$ cat src/scs_pkg.sv
// system control and status block: shared constants and types
// assumes a 32-bit ahb-lite register bus and a 25 MHz system clock
package scs_pkg;
  // register byte offsets
  localparam logic [7:0] SCS_OFF_CONTROL = 8'h00;
  localparam logic [7:0] SCS_OFF_STATUS = 8'h04;
  localparam logic [7:0] SCS_OFF_ID_UPPER = 8'h08;
  localparam logic [7:0] SCS_OFF_ID_LOWER = 8'h0c;
  localparam logic [7:0] SCS_OFF_SCRATCH = 8'h10;
  // control field positions
  localparam int SCS_CTL_TIMER_PU = 11;
  localparam int SCS_CTL_STROBE_PU = 10;
  localparam int SCS_CTL_ADDR_PU = 9;
  localparam int SCS_CTL_DATA_PU = 8;
  localparam int SCS_CTL_BOOTMAP = 4;
  localparam int SCS_CTL_LVH_IE = 3;
  localparam int SCS_CTL_LVL_IE = 2;
  localparam int SCS_CTL_PERM = 1;
  localparam int SCS_CTL_REPROG = 0;
  // writable control bits; the rest read zero
  localparam logic [15:0] SCS_CTL_MASK = 16'h0f1f;
  localparam logic [15:0] SCS_CTL_RESET = 16'h0000;
  // status field positions
  localparam int SCS_STS_WDOG = 4;
  localparam int SCS_STS_PIN = 3;
  localparam int SCS_STS_POR = 2;
  localparam int SCS_STS_LVH = 1;
  localparam int SCS_STS_LVL = 0;
  localparam logic [4:0] SCS_STS_RESET = 5'h04;
  localparam logic [15:0] SCS_SCRATCH_RESET = 16'h0000;
  // program memory map decode
  typedef enum logic [2:0] {
    SCS_MAP_BOOT = 3'h0,
    SCS_MAP_HALF = 3'h1,
    SCS_MAP_DEVEL = 3'h3,
    SCS_MAP_RSVD = 3'h2
  } scs_map_t;
  // core power state, gray coded along run-wait/run-stop
  typedef enum logic [1:0] {
    SCS_PWR_RUN = 2'h0,
    SCS_PWR_WAIT = 2'h1,
    SCS_PWR_STOP = 2'h2
  } scs_pwr_t;
endpackage

$ cat src/scs_system_control.sv
// system control and status register bank on ahb-lite
// assumes reset_n and porReset_n asynchronous active low, pins synchronous
// assumes single word transfers; hsize is not decoded
// What this block does
// wait keeps pll and peripheral bus running; stop halts both
// either sleep mode puts the adc in low power
// stop mode clocks the core straight from the oscillator
// reserved control and status bits ignore writes and read zero
// control bits 11 and 10 disable timer and strobe pin pull-ups
// control bits 9 and 8 disable low address and data pull-ups
// control bit 4 picks the program map when both mode bits are zero
// mode decode: boot, half internal, development, others reserved
// control bits 3 and 2 enable the two low-voltage interrupts
// permanent sleep block stays set until reset; sleeps become loops
// reprogrammable sleep block set and cleared freely; sleeps become loops
// status flags ignore system reset; only power-on reset loads their reset values
// status bit 4 marks a watchdog reset
// writing zero sets a status flag, writing one clears it
// status bit 3 marks an external pin reset
// status bit 2 set by power-on reset, cleared only by software
// status bit 1 marks supply below 2.7 V, interrupts if enabled
// status bit 0 marks supply below 2.2 V, interrupts if enabled
// two read-only registers give the id code halves
// test scratch register is plain read/write storage
// both mode bits are captured from the boot pin at reset
// hardware set wins over a same-cycle software clear
//
// Chosen here: the AHB-Lite register port and the placing of the registers.
`timescale 1ns/1ps
`default_nettype none
module scs_system_control
  import scs_pkg::*;
#(
  parameter logic [15:0] ID_UPPER = 16'h0a5a, // arbitrary value
  parameter logic [15:0] ID_LOWER = 16'h1234, // arbitrary value
  parameter int ADDR_WIDTH = 8
) (
  input wire logic clock,
  input wire logic reset_n,
  input wire logic porReset_n,
  // ahb-lite slave
  input wire logic hsel,
  input wire logic [ADDR_WIDTH-1:0] haddr,
  input wire logic [1:0] htrans,
  input wire logic hwrite,
  input wire logic [2:0] hsize,
  input wire logic [31:0] hwdata,
  input wire logic hready,
  output logic [31:0] hrdata,
  output logic hreadyout,
  output logic hresp,
  // reset causes and supply monitors
  input wire logic watchdogResetEvent,
  input wire logic pinResetEvent,
  input wire logic lowVoltHigh,
  input wire logic lowVoltLow,
  input wire logic bootSelectPin,
  // core sleep handshake
  input wire logic waitRequest,
  input wire logic stopRequest,
  input wire logic wakeUp,
  // outputs to the chip
  output logic timerPullupOff,
  output logic strobePullupOff,
  output logic lowAddressPullupOff,
  output logic databusPullupOff,
  output logic lowVoltHighIrq,
  output logic lowVoltLowIrq,
  output scs_map_t programMap,
  output logic bootModeBitA,
  output logic bootModeBitB,
  output logic coreSleep,
  output logic pllRun,
  output logic periphBusRun,
  output logic adcLowPower,
  output logic coreClockFromOsc,
  output logic sleepAsLoop
);
  // refuse address widths the offset decode cannot serve
  if (ADDR_WIDTH < 8 || ADDR_WIDTH > 32) begin : gBadAddrWidth
    $error("scs_system_control: ADDR_WIDTH must lie between 8 and 32");
  end

  typedef struct packed {
    logic [15:0] control;
    logic [15:0] scratch;
    logic bootA;
    logic bootB;
    logic captured;
    logic wrPending;
    logic [7:0] wrOffset;
    logic [31:0] rdata;
  } scs_state_t;
  scs_state_t state_reg;
  scs_state_t state_next;

  // status flag bank
  logic [4:0] statusFlags;
  logic [4:0] flagHwSet;
  logic [4:0] flagSwWrite;
  // address phase decode
  logic addrPhase;
  logic addrRead;
  logic [7:0] addrOffset;
  logic selControl;
  logic selStatus;
  logic selIdUpper;
  logic selIdLower;
  logic selScratch;
  // data phase decode
  logic [15:0] wdata16;
  logic wrControl;
  logic wrStatus;
  logic wrScratch;
  // register images
  logic [15:0] statusWord;
  logic [15:0] controlWord;
  logic [15:0] controlWritten;
  logic [15:0] readWord;
  // sleep blocking and interrupt enables
  logic sleepBlocked;
  logic lowVoltHighEnable;
  logic lowVoltLowEnable;

  // address phase decode, word aligned
  // upper address bits beyond the bank are not decoded
  assign addrPhase = hsel && hready && htrans[1];
  assign addrRead = addrPhase && !hwrite;
  assign addrOffset = {haddr[7:2], 2'b00};
  assign selControl = (addrOffset == SCS_OFF_CONTROL);
  assign selStatus = (addrOffset == SCS_OFF_STATUS);
  assign selIdUpper = (addrOffset == SCS_OFF_ID_UPPER);
  assign selIdLower = (addrOffset == SCS_OFF_ID_LOWER);
  assign selScratch = (addrOffset == SCS_OFF_SCRATCH);

  // data phase decode; the word stands on hwdata in this cycle
  assign wdata16 = hwdata[15:0];
  assign wrControl = state_reg.wrPending && (state_reg.wrOffset == SCS_OFF_CONTROL);
  assign wrStatus = state_reg.wrPending && (state_reg.wrOffset == SCS_OFF_STATUS);
  assign wrScratch = state_reg.wrPending && (state_reg.wrOffset == SCS_OFF_SCRATCH);

  // register images as software sees them
  assign controlWord = state_reg.control & SCS_CTL_MASK;
  assign statusWord = {11'h000, statusFlags};

  // new control value; a write cannot clear the permanent block
  always_comb begin
    controlWritten = wdata16 & SCS_CTL_MASK;
    if (state_reg.control[SCS_CTL_PERM]) begin
      controlWritten[SCS_CTL_PERM] = 1'b1;
    end
  end

  // read multiplexer; unmapped offsets read zero
  always_comb begin
    readWord = 16'h0000;
    if (selControl) begin
      readWord = controlWord;
    end
    if (selStatus) begin
      readWord = statusWord;
    end
    if (selIdUpper) begin
      readWord = ID_UPPER;
    end
    if (selIdLower) begin
      readWord = ID_LOWER;
    end
    if (selScratch) begin
      readWord = state_reg.scratch;
    end
  end

  // hardware causes per status bit
  assign flagHwSet[SCS_STS_WDOG] = watchdogResetEvent;
  assign flagHwSet[SCS_STS_PIN] = pinResetEvent;
  assign flagHwSet[SCS_STS_POR] = 1'b0;
  assign flagHwSet[SCS_STS_LVH] = lowVoltHigh;
  assign flagHwSet[SCS_STS_LVL] = lowVoltLow;

  // software write strobe to every status flag
  always_comb begin
    for (int i = 0; i < 5; i++) begin
      flagSwWrite[i] = wrStatus;
    end
  end

  // status flags, each kept by power-on reset only
  // watchdog reset cause
  scs_status_flag #(
    .RESET_VALUE(SCS_STS_RESET[SCS_STS_WDOG])
  ) uFlagWdog (
    .clock(clock),
    .porReset_n(porReset_n),
    .hwSet(flagHwSet[SCS_STS_WDOG]),
    .swWrite(flagSwWrite[SCS_STS_WDOG]),
    .swData(wdata16[SCS_STS_WDOG]),
    .flag(statusFlags[SCS_STS_WDOG])
  );

  // external pin reset cause
  scs_status_flag #(
    .RESET_VALUE(SCS_STS_RESET[SCS_STS_PIN])
  ) uFlagPin (
    .clock(clock),
    .porReset_n(porReset_n),
    .hwSet(flagHwSet[SCS_STS_PIN]),
    .swWrite(flagSwWrite[SCS_STS_PIN]),
    .swData(wdata16[SCS_STS_PIN]),
    .flag(statusFlags[SCS_STS_PIN])
  );

  // power-on reset cause, set by its own reset value
  scs_status_flag #(
    .RESET_VALUE(SCS_STS_RESET[SCS_STS_POR])
  ) uFlagPor (
    .clock(clock),
    .porReset_n(porReset_n),
    .hwSet(flagHwSet[SCS_STS_POR]),
    .swWrite(flagSwWrite[SCS_STS_POR]),
    .swData(wdata16[SCS_STS_POR]),
    .flag(statusFlags[SCS_STS_POR])
  );

  // supply below the upper threshold
  scs_status_flag #(
    .RESET_VALUE(SCS_STS_RESET[SCS_STS_LVH])
  ) uFlagLvh (
    .clock(clock),
    .porReset_n(porReset_n),
    .hwSet(flagHwSet[SCS_STS_LVH]),
    .swWrite(flagSwWrite[SCS_STS_LVH]),
    .swData(wdata16[SCS_STS_LVH]),
    .flag(statusFlags[SCS_STS_LVH])
  );

  // supply below the lower threshold
  scs_status_flag #(
    .RESET_VALUE(SCS_STS_RESET[SCS_STS_LVL])
  ) uFlagLvl (
    .clock(clock),
    .porReset_n(porReset_n),
    .hwSet(flagHwSet[SCS_STS_LVL]),
    .swWrite(flagSwWrite[SCS_STS_LVL]),
    .swData(wdata16[SCS_STS_LVL]),
    .flag(statusFlags[SCS_STS_LVL])
  );

  // bus writes, read capture and boot pin capture
  always_comb begin
    state_next = state_reg;
    state_next.wrPending = 1'b0;
    if (!state_reg.captured) begin
      state_next.bootA = bootSelectPin;
      state_next.bootB = bootSelectPin;
      state_next.captured = 1'b1;
    end
    // data phase of a write; id and unmapped offsets ignore it
    if (wrControl) begin
      state_next.control = controlWritten;
    end
    if (wrScratch) begin
      state_next.scratch = wdata16;
    end
    // address phase: remember a write, or load read data
    if (addrPhase) begin
      state_next.wrPending = hwrite;
      state_next.wrOffset = addrOffset;
      state_next.rdata = 32'h0000_0000;
      if (addrRead) begin
        state_next.rdata = {16'h0000, readWord};
      end
    end
  end

  // system reset clears control, scratch and the pin capture
  always_ff @(posedge clock or negedge reset_n) begin
    if (!reset_n) begin
      // status flags live in their own power-on domain
      state_reg <= '{
        control: SCS_CTL_RESET,
        scratch: SCS_SCRATCH_RESET,
        bootA: 1'b0,
        bootB: 1'b0,
        captured: 1'b0,
        wrPending: 1'b0,
        wrOffset: 8'h00,
        rdata: 32'h0000_0000
      };
    end else begin
      state_reg <= state_next;
    end
  end

  // bus answers in zero wait states, always okay
  assign hrdata = state_reg.rdata;
  assign hreadyout = 1'b1;
  assign hresp = 1'b0;

  // pin pull-up controls
  assign timerPullupOff = state_reg.control[SCS_CTL_TIMER_PU];
  assign strobePullupOff = state_reg.control[SCS_CTL_STROBE_PU];
  assign lowAddressPullupOff = state_reg.control[SCS_CTL_ADDR_PU];
  assign databusPullupOff = state_reg.control[SCS_CTL_DATA_PU];

  // low-voltage interrupt enables
  assign lowVoltHighEnable = state_reg.control[SCS_CTL_LVH_IE];
  assign lowVoltLowEnable = state_reg.control[SCS_CTL_LVL_IE];

  // low-voltage interrupts follow their flags while enabled
  assign lowVoltHighIrq = statusFlags[SCS_STS_LVH] && lowVoltHighEnable;
  assign lowVoltLowIrq = statusFlags[SCS_STS_LVL] && lowVoltLowEnable;

  // memory map decode from mode bits and bootmap
  assign bootModeBitA = state_reg.bootA;
  assign bootModeBitB = state_reg.bootB;
  always_comb begin
    case ({state_reg.bootA, state_reg.bootB})
      2'b00: programMap = state_reg.control[SCS_CTL_BOOTMAP] ? SCS_MAP_HALF : SCS_MAP_BOOT;
      2'b11: programMap = SCS_MAP_DEVEL;
      2'b01: programMap = SCS_MAP_RSVD;
      2'b10: programMap = SCS_MAP_RSVD;
      default: programMap = SCS_MAP_RSVD;
    endcase
  end

  // either block bit turns sleep instructions into loops
  assign sleepBlocked = state_reg.control[SCS_CTL_PERM] | state_reg.control[SCS_CTL_REPROG];

  // sleep handling
  scs_power_ctrl uPower (
    .clock(clock),
    .reset_n(reset_n),
    .waitRequest(waitRequest),
    .stopRequest(stopRequest),
    .wakeUp(wakeUp),
    .sleepBlocked(sleepBlocked),
    .coreSleep(coreSleep),
    .pllRun(pllRun),
    .periphBusRun(periphBusRun),
    .adcLowPower(adcLowPower),
    .coreClockFromOsc(coreClockFromOsc),
    .sleepAsLoop(sleepAsLoop)
  );
endmodule // scs_system_control
`default_nettype wire

$ cat src/scs_status_flag.sv
// one sticky status flag: hardware set, software write-0 sets, write-1 clears
// assumes the caller qualifies the write strobe with a valid bus write
`timescale 1ns/1ps
`default_nettype none
module scs_status_flag
  import scs_pkg::*;
#(
  parameter logic RESET_VALUE = 1'b0
) (
  input wire logic clock,
  input wire logic porReset_n,
  input wire logic hwSet,
  input wire logic swWrite,
  input wire logic swData,
  output logic flag
);
  typedef struct packed {
    logic flag;
  } scs_flag_state_t;
  scs_flag_state_t state_reg;
  scs_flag_state_t state_next;

  // hardware set beats a software clear
  always_comb begin
    state_next = state_reg;
    if (swWrite) begin
      state_next.flag = ~swData;
    end
    if (hwSet) begin
      state_next.flag = 1'b1;
    end
  end

  // only power-on reset loads the flag with its reset value
  always_ff @(posedge clock or negedge porReset_n) begin
    if (!porReset_n) begin
      state_reg <= '{flag: RESET_VALUE};
    end else begin
      state_reg <= state_next;
    end
  end

  assign flag = state_reg.flag;
endmodule // scs_status_flag
`default_nettype wire

$ cat src/scs_power_ctrl.sv
// sleep control: turns sleep requests into wait/stop and clock/bus gating
// assumes one-cycle request pulses from the core and a one-cycle wake pulse
`timescale 1ns/1ps
`default_nettype none
module scs_power_ctrl
  import scs_pkg::*;
(
  input wire logic clock,
  input wire logic reset_n,
  input wire logic waitRequest,
  input wire logic stopRequest,
  input wire logic wakeUp,
  input wire logic sleepBlocked,
  output logic coreSleep,
  output logic pllRun,
  output logic periphBusRun,
  output logic adcLowPower,
  output logic coreClockFromOsc,
  output logic sleepAsLoop
);
  typedef struct packed {
    scs_pwr_t pwr;
    logic loopPulse;
  } scs_pwr_state_t;
  scs_pwr_state_t state_reg;
  scs_pwr_state_t state_next;

  // enter wait or stop unless blocked; blocked requests loop
  always_comb begin
    state_next = state_reg;
    state_next.loopPulse = 1'b0;
    case (state_reg.pwr)
      SCS_PWR_RUN: begin
        if ((waitRequest || stopRequest) && sleepBlocked) begin
          state_next.loopPulse = 1'b1;
        end else if (stopRequest) begin
          state_next.pwr = SCS_PWR_STOP;
        end else if (waitRequest) begin
          state_next.pwr = SCS_PWR_WAIT;
        end
      end
      SCS_PWR_WAIT, SCS_PWR_STOP: begin
        if (wakeUp) begin
          state_next.pwr = SCS_PWR_RUN;
        end
      end
      default: state_next.pwr = SCS_PWR_RUN;
    endcase
  end

  always_ff @(posedge clock or negedge reset_n) begin
    if (!reset_n) begin
      state_reg <= '{pwr: SCS_PWR_RUN, loopPulse: 1'b0};
    end else begin
      state_reg <= state_next;
    end
  end

  // gating follows the registered state
  assign coreSleep = (state_reg.pwr != SCS_PWR_RUN);
  assign pllRun = (state_reg.pwr != SCS_PWR_STOP);
  assign periphBusRun = (state_reg.pwr != SCS_PWR_STOP);
  assign adcLowPower = coreSleep;
  assign coreClockFromOsc = (state_reg.pwr == SCS_PWR_STOP);
  assign sleepAsLoop = state_reg.loopPulse;
endmodule // scs_power_ctrl
`default_nettype wire

$ cat config.mk
export PLATFORM = sky130hd
export DESIGN_NAME = scs_system_control
export DESIGN_NICKNAME = d
export VERILOG_FILES = /design/src/scs_pkg.sv /design/src/scs_system_control.sv /design/src/scs_status_flag.sv /design/src/scs_power_ctrl.sv
export SDC_FILE = /design/constraint.sdc
export NUM_CORES = 1
export LEC_CHECK = 0
export BUFFER_PORTS_ARGS = -buffer_cell sky130_fd_sc_hd__buf_2
export CAP_MARGIN = 10
export CORE_ASPECT_RATIO = 0.8
export CORE_MARGIN = 2
export CORE_UTILIZATION = 35
export DETAILED_ROUTE_END_ITERATION = 8
export SLEW_MARGIN = 15
export SYNTH_ARGS = -nofsm -noshare
export SYNTH_HDL_FRONTEND = slang
export SYNTH_SLANG_ARGS = --single-unit
export TNS_END_PERCENT = 30
$ cat constraint.sdc
create_clock -name clock -period 3.9 [get_ports clock]
set_input_delay 0.78 -clock clock [delete_from_list [all_inputs] [get_ports clock]]
set_output_delay 0.78 -clock clock [all_outputs]
set_load 0.01 [all_outputs]
==> results of run 1 <==
-- final timing paths --
| kind | startpoint | to | slack [ns] |
|---|---|---|---|
| worst max-delay path | htrans[1] | hrdata[11]$_DFFE_PN0P_ | 1.82 |
| worst min-delay path | porReset_n | uFlagLvl.flag$_DFFE_PN0P_ | 0.25 |
| worst max register to register | state_reg[35]$_DFFE_PN0P_ | state_reg[47]$_DFFE_PN0P_ | 1.93 |
| worst min register to register | hrdata[6]$_DFFE_PN0P_ | hrdata[6]$_DFFE_PN0P_ | 0.48 |
| max in group asynchronous | reset_n | lowAddressPullupOff$_DFFE_PN0P_ | 2.58 |
| min in group clock | hrdata[6]$_DFFE_PN0P_ | hrdata[6]$_DFFE_PN0P_ | 0.48 |
-- kinds of logic (layout without fill, tap and decap cells) --
family	after synthesis	after routing	synth area share
adders and majority gates	2	2	0.00890
DFF	58	58	0.517
buffers and inverters	53	93	0.124
and+or+nand+nor	72	72	0.133
AOI/OAI and AO/OA	39	39	0.107
other	2	20	0.00267
muxes	27	27	0.107
-- cell usage after synthesis, types with 3 or more instances --
master,n
nand2_1,23
buf_4,39
o22ai_1,3
inv_1,6
mux2_2,25
a22o_1,6
a221o_2,4
nand3_1,4
o21ai_0,6
a21oi_1,7
and2_1,3
nor2_1,15
a211o_1,4
dfrtp_1,57
clkbuf_1,4
nor2b_1,6
nor3_1,6
-- worst register-to-register path: stages, from the launching register on --
cell,delay [ns]
dfrtp_1,0.40
nor3_1,0.19
nor4bb_1,0.25
nand2_1,0.53
mux2_2,0.47
-- power breakdown --
part | leakage (nW) | internal, mW | total (mW) | switching [mW]
Combinational | 0.789 | 0.150 | 0.319 | 0.169
Sequential | 0.708 | 0.694 | 0.750 | 0.0564
Clock | 0.119 | 0.411 | 0.650 | 0.239
-- final cells by class --
cell class / count / share of cell area
Timing Repair Buffer: 71 / 0.110
Inverter: 6 / 0.00685
Clock buffer: 12 / 0.0502
Sequential cell: 58 / 0.442
Multi-Input combinational cell: 160 / 0.328
Clock inverter: 4 / 0.0221
Tap cell: 108 / 0.0411
-- metal layers --
metal | GRT usage | part of all wire | up-vias | routed length, microns
met4 | 0.0553 | 0.011 | 0 | 65
li1 | - | - | 947 | -
met1 | 0.200 | 0.47 | 981 | 2920
met5 | 0 | 0 | - | 0
met3 | 0.0458 | 0.054 | 7 | 331
met2 | 0.233 | 0.46 | 61 | 2860
==> flow_metrics.env, run 1 <==
export IMPL_status="finished clean"
export IMPL_postRouteAntennaNets=0
export IMPL_multi_input_area_sq_um=1080
export IMPL_peakVddDrop_uv=250
export IMPL_crit_family="simple AND/OR/NAND/NOR gates"
export IMPL_vias_per_cell=4.76
export IMPL_yosysTopAreaCell="dfrtp_1"
export IMPL_placed_area_sq_um=3050
export IMPL_yosysSeqAreaShare=0.517
export IMPL_fin_cells=419
export IMPL_cts_tree="yes"
export IMPL_path_depth=6
export IMPL_fin_ws_ns=1.82
export IMPL_rsz0062_at_grt="no"
export IMPL_critPathKind="in -> reg"
export IMPL_synthFlopType="dfrtp_1"
export IMPL_grt_pass1_vias=1999
export IMPL_die_x_microns=104
export IMPL_worstPathRequired_ns=4.18
export IMPL_final_common_cell="buf_2"
export IMPL_netlist_cell_type_count=41
export IMPL_ys_seq_elements=58
export IMPL_yosys_warnings=0
export IMPL_post_dp_hpwl_microns=4490
export IMPL_grt_remaining_overflow=0
export IMPL_area_growth_pct=17.0
export IMPL_hold_buffers=0
export IMPL_final_area_sq_um=3290
export IMPL_diodes=0
export IMPL_h_tree_depth=3
export IMPL_path_cells="buf_2 -> and3_1 -> nand2_1 -> nor4_2 -> buf_4 -> a221o_2"
export IMPL_drc=0
export IMPL_ios=110
export IMPL_hold_viol_final=0
export IMPL_cts_resized=0
export IMPL_arrival_ns=2.36
export IMPL_initialDrtViolationCount=88
export IMPL_firstDrtPassIters=4
export IMPL_reg2regPathDepth=4
export IMPL_max_freq_ghz=0.481
export IMPL_avgSynthCellArea_sq_um=11.1
export IMPL_syn_area_sq_um=2810
export IMPL_cts_inserted_buffers=9
export IMPL_max_slew_worst_pin_slew_ns=0.916
export IMPL_path_clk_slew_ns=0.07
export IMPL_largest_register_ffs=24
export IMPL_leakagePower_nw=1.62
export IMPL_whs_ns=0.252
export IMPL_ys_top_cells_by_area="dfrtp_1 (51%), buf_4 (10%), mux2_2 (10%)"
export IMPL_grt_util_all_layers=0.150
export IMPL_final_util=0.418
export IMPL_finalCritPeriodShare=0.533
export IMPL_fin_crit_ns=2.08
export IMPL_dpl_cell_count=403
export IMPL_layout_drive_gt1_share=0.399
export IMPL_initial_core_util=0.357
export IMPL_fp_row_count=29
export IMPL_synth_cells=253
export IMPL_synth_top_area_share=0.508
export IMPL_final_nets=367
export IMPL_cpMaxStageDelayCell="nor4_2"
export IMPL_grt_first_pass_wirelength_microns=10100
export IMPL_max_slew_margin=0.389
export IMPL_num_vias=1996
export IMPL_post_place_ws_ns=1.46
export IMPL_regArea_sq_um=1450
export IMPL_io_buffers=68
export IMPL_slowest_delay_ns=0.51
export IMPL_setup_viol=0
export IMPL_end_kind="flip-flop"
export IMPL_gp_congestion=0.849
export IMPL_fill_cells=775
export IMPL_min_path_type="in -> async"
export IMPL_layout_common_cells="buf_2 (68), dfrtp_1 (57), mux2_2 (25)"
export IMPL_cp_max_fo=11
export IMPL_coreArea_sq_um=7870
export IMPL_grt_max_degree=41
export IMPL_cts_root_buf="clkbuf_8"
export IMPL_cts_setup_buffers=0
export IMPL_chipHeight_microns=84.1
export IMPL_die_area_sq_um=8770
export IMPL_tns_ns=0
export IMPL_p_per_area_nw_per_um2=523
export IMPL_slew_violations=0
export IMPL_ys_async_sr_fraction=1.00
export IMPL_start_kind="primary input"
export IMPL_clock_sinks=58
export IMPL_antenna_found_initial=0
export IMPL_total_power_mw=1.72
export IMPL_clock_path_buffers=2
export IMPL_wl_per_cell_microns=14.7
export IMPL_synth_edf_count=0
export IMPL_clock_latency_ns=0.34
export IMPL_worst_path_buf_inv=2
export IMPL_drv_cap=0
export IMPL_finalClockSkew_ns=0.00876
export IMPL_drt_total_wl_microns=6180
(Power assumes the default switching activity.)
==> run 2, diff against run 1 <==
clock period = 2.04 ns   (was 3.9 ns; I/O delays follow)
==> run 2 against run 1 <==
Effect of this change: non-clock buffer count increased by 10; clock skew decreased by 0.0022 ns; core utilization increased by 0.89 points; clock power increased by 78%; final cell count increased by 2.4%; first-iteration DRC count decreased by 6.8%; largest cell class unchanged; highest routed layer unchanged.
==> flow_metrics.env, run 2 (synthesized netlist as in run 1, its figures left out) <==
export IMPL_grt_met1_usage=0.205
export IMPL_grt_pass1_vias=2055
export IMPL_start_kind="flip-flop"
export IMPL_clock_latency_ns=0.33
export IMPL_coreArea_sq_um=7870
export IMPL_hold_viol_final=0
export IMPL_io_buffers=68
export IMPL_vias_per_cell=4.68
export IMPL_grt_first_pass_wirelength_microns=10300
export IMPL_path_clk_slew_ns=0.07
export IMPL_die_x_microns=104
export IMPL_die_area_sq_um=8770
export IMPL_drv_cap=0
export IMPL_grt_util_all_layers=0.151
export IMPL_area_growth_pct=19.5
export IMPL_worstPathRequired_ns=1.63
export IMPL_cp_max_fo=4
export IMPL_end_kind="primary output"
export IMPL_layout_drive_gt1_share=0.414
export IMPL_cts_root_buf="clkbuf_8"
export IMPL_finalCritPeriodShare=0.819
export IMPL_critPathKind="reg -> out"
export IMPL_min_path_type="in -> async"
export IMPL_num_vias=2007
export IMPL_arrival_ns=1.26
export IMPL_fin_crit_ns=1.67
export IMPL_layout_common_cells="buf_2 (68), dfrtp_1 (57), mux2_2 (25)"
export IMPL_initialDrtViolationCount=82
export IMPL_status="finished clean"
export IMPL_postRouteAntennaNets=0
export IMPL_met3_usage=0.0567
export IMPL_clock_path_buffers=2
export IMPL_cts_setup_buffers=0
export IMPL_gp_congestion=0.840
export IMPL_multi_input_area_sq_um=1080
export IMPL_grt_remaining_overflow=0
export IMPL_firstDrtPassIters=4
export IMPL_wl_per_cell_microns=14.4
export IMPL_grt_max_degree=54
export IMPL_initial_core_util=0.357
export IMPL_reg2reg_slack_ns=0.41
export IMPL_grt_met2_usage=0.227
export IMPL_whs_ns=0.0434
export IMPL_fill_cells=787
export IMPL_h_tree_depth=3
export IMPL_ios=110
export IMPL_clock_sinks=58
export IMPL_finalClockSkew_ns=0.00653
export IMPL_busiest_layer="met2"
export IMPL_setup_viol=0
export IMPL_p_per_area_nw_per_um2=956
export IMPL_regArea_sq_um=1450
export IMPL_final_nets=377
export IMPL_cts_inserted_buffers=9
export IMPL_leakagePower_nw=1.66
export IMPL_chipHeight_microns=84.1
export IMPL_fp_row_count=29
export IMPL_drc=0
export IMPL_tns_ns=0
export IMPL_slew_violations=0
export IMPL_antenna_found_initial=0
export IMPL_cts_tree="yes"
export IMPL_diodes=0
export IMPL_largest_register_ffs=24
export IMPL_drt_total_wl_microns=6200
export IMPL_peakVddDrop_uv=363
export IMPL_final_common_cell="buf_2"
export IMPL_post_dp_hpwl_microns=4480
export IMPL_max_freq_ghz=0.598
export IMPL_rsz0062_at_grt="no"
export IMPL_cts_resized=0
-- run 2: where the power goes --
| part | internal, mW | total [mW] | switching [mW] |
|---|---|---|---|
| Sequential | 1.33 | 1.44 | 0.109 |
| Clock | 0.712 | 1.16 | 0.449 |
| Combinational | 0.292 | 0.614 | 0.322 |
-- run 2: final timing paths --
kind | from | end | cells after the start
max in group asynchronous | porReset_n | uFlagPor.flag$_DFFE_PN1P_ | 2
max reg2reg | state_reg[35]$_DFFE_PN0P_ | controlWord[0]$_DFFE_PN0P_ | 4
min | reset_n | state_reg[41]$_DFF_PN0_ | 2
max | uPower.state_reg[2]$_DFFE_PN0P_ | adcLowPower | 4
min in group clock | hwdata[2] | uFlagPor.flag$_DFFE_PN1P_ | 2
min reg2reg | state_reg[54]$_DFFE_PN0P_ | hrdata[10]$_DFFE_PN0P_ | 1
-- run 2: final cells by class --
| type | instances | area share |
|---|---|---|
| repair buffers | 81 | 0.135 |
| clock inverters | 6 | 0.0238 |
| flip-flops and latches | 58 | 0.433 |
| clock buffers | 10 | 0.0410 |
| well taps | 108 | 0.0402 |
| multi-input cells | 160 | 0.321 |
| inverters | 6 | 0.00671 |
-- run 2: per-stage QoR --
stage                util  cell area [sq um]  power, mW  setup WS, ns  std cells
floorplan               -               2880       1.89         0.425        271
finish              0.427               3360       3.21         0.369        429
global placement    0.398               3130       2.05         0.179        412
global route        0.427               3360       3.40         0.295        429
CTS                 0.427               3360       3.26         0.362        429
detailed placement  0.398               3130       2.08         0.136        412
-- run 2: routing by layer --
layer | wire length [microns] | vias up | part of all wire
li1 | - | 954 | -
met1 | 2960 | 984 | 0.48
met2 | 2820 | 62 | 0.45
met3 | 335 | 7 | 0.054
met4 | 80 | 0 | 0.013
met5 | 0 | - | 0
-- run 2: critical path, cell delays in order (launching register included) --
cell and delay [ns]:
dfrtp_1 0.40, inv_1 0.06, ha_1 0.21, inv_1 0.11, buf_2 0.14
-- run 2: repair_timing --
action / in CTS / in global routing
hold buffers: 1 / 0
setup endpoints to repair: 0 / 0
endpoints found under the hold margin: 4 / 0
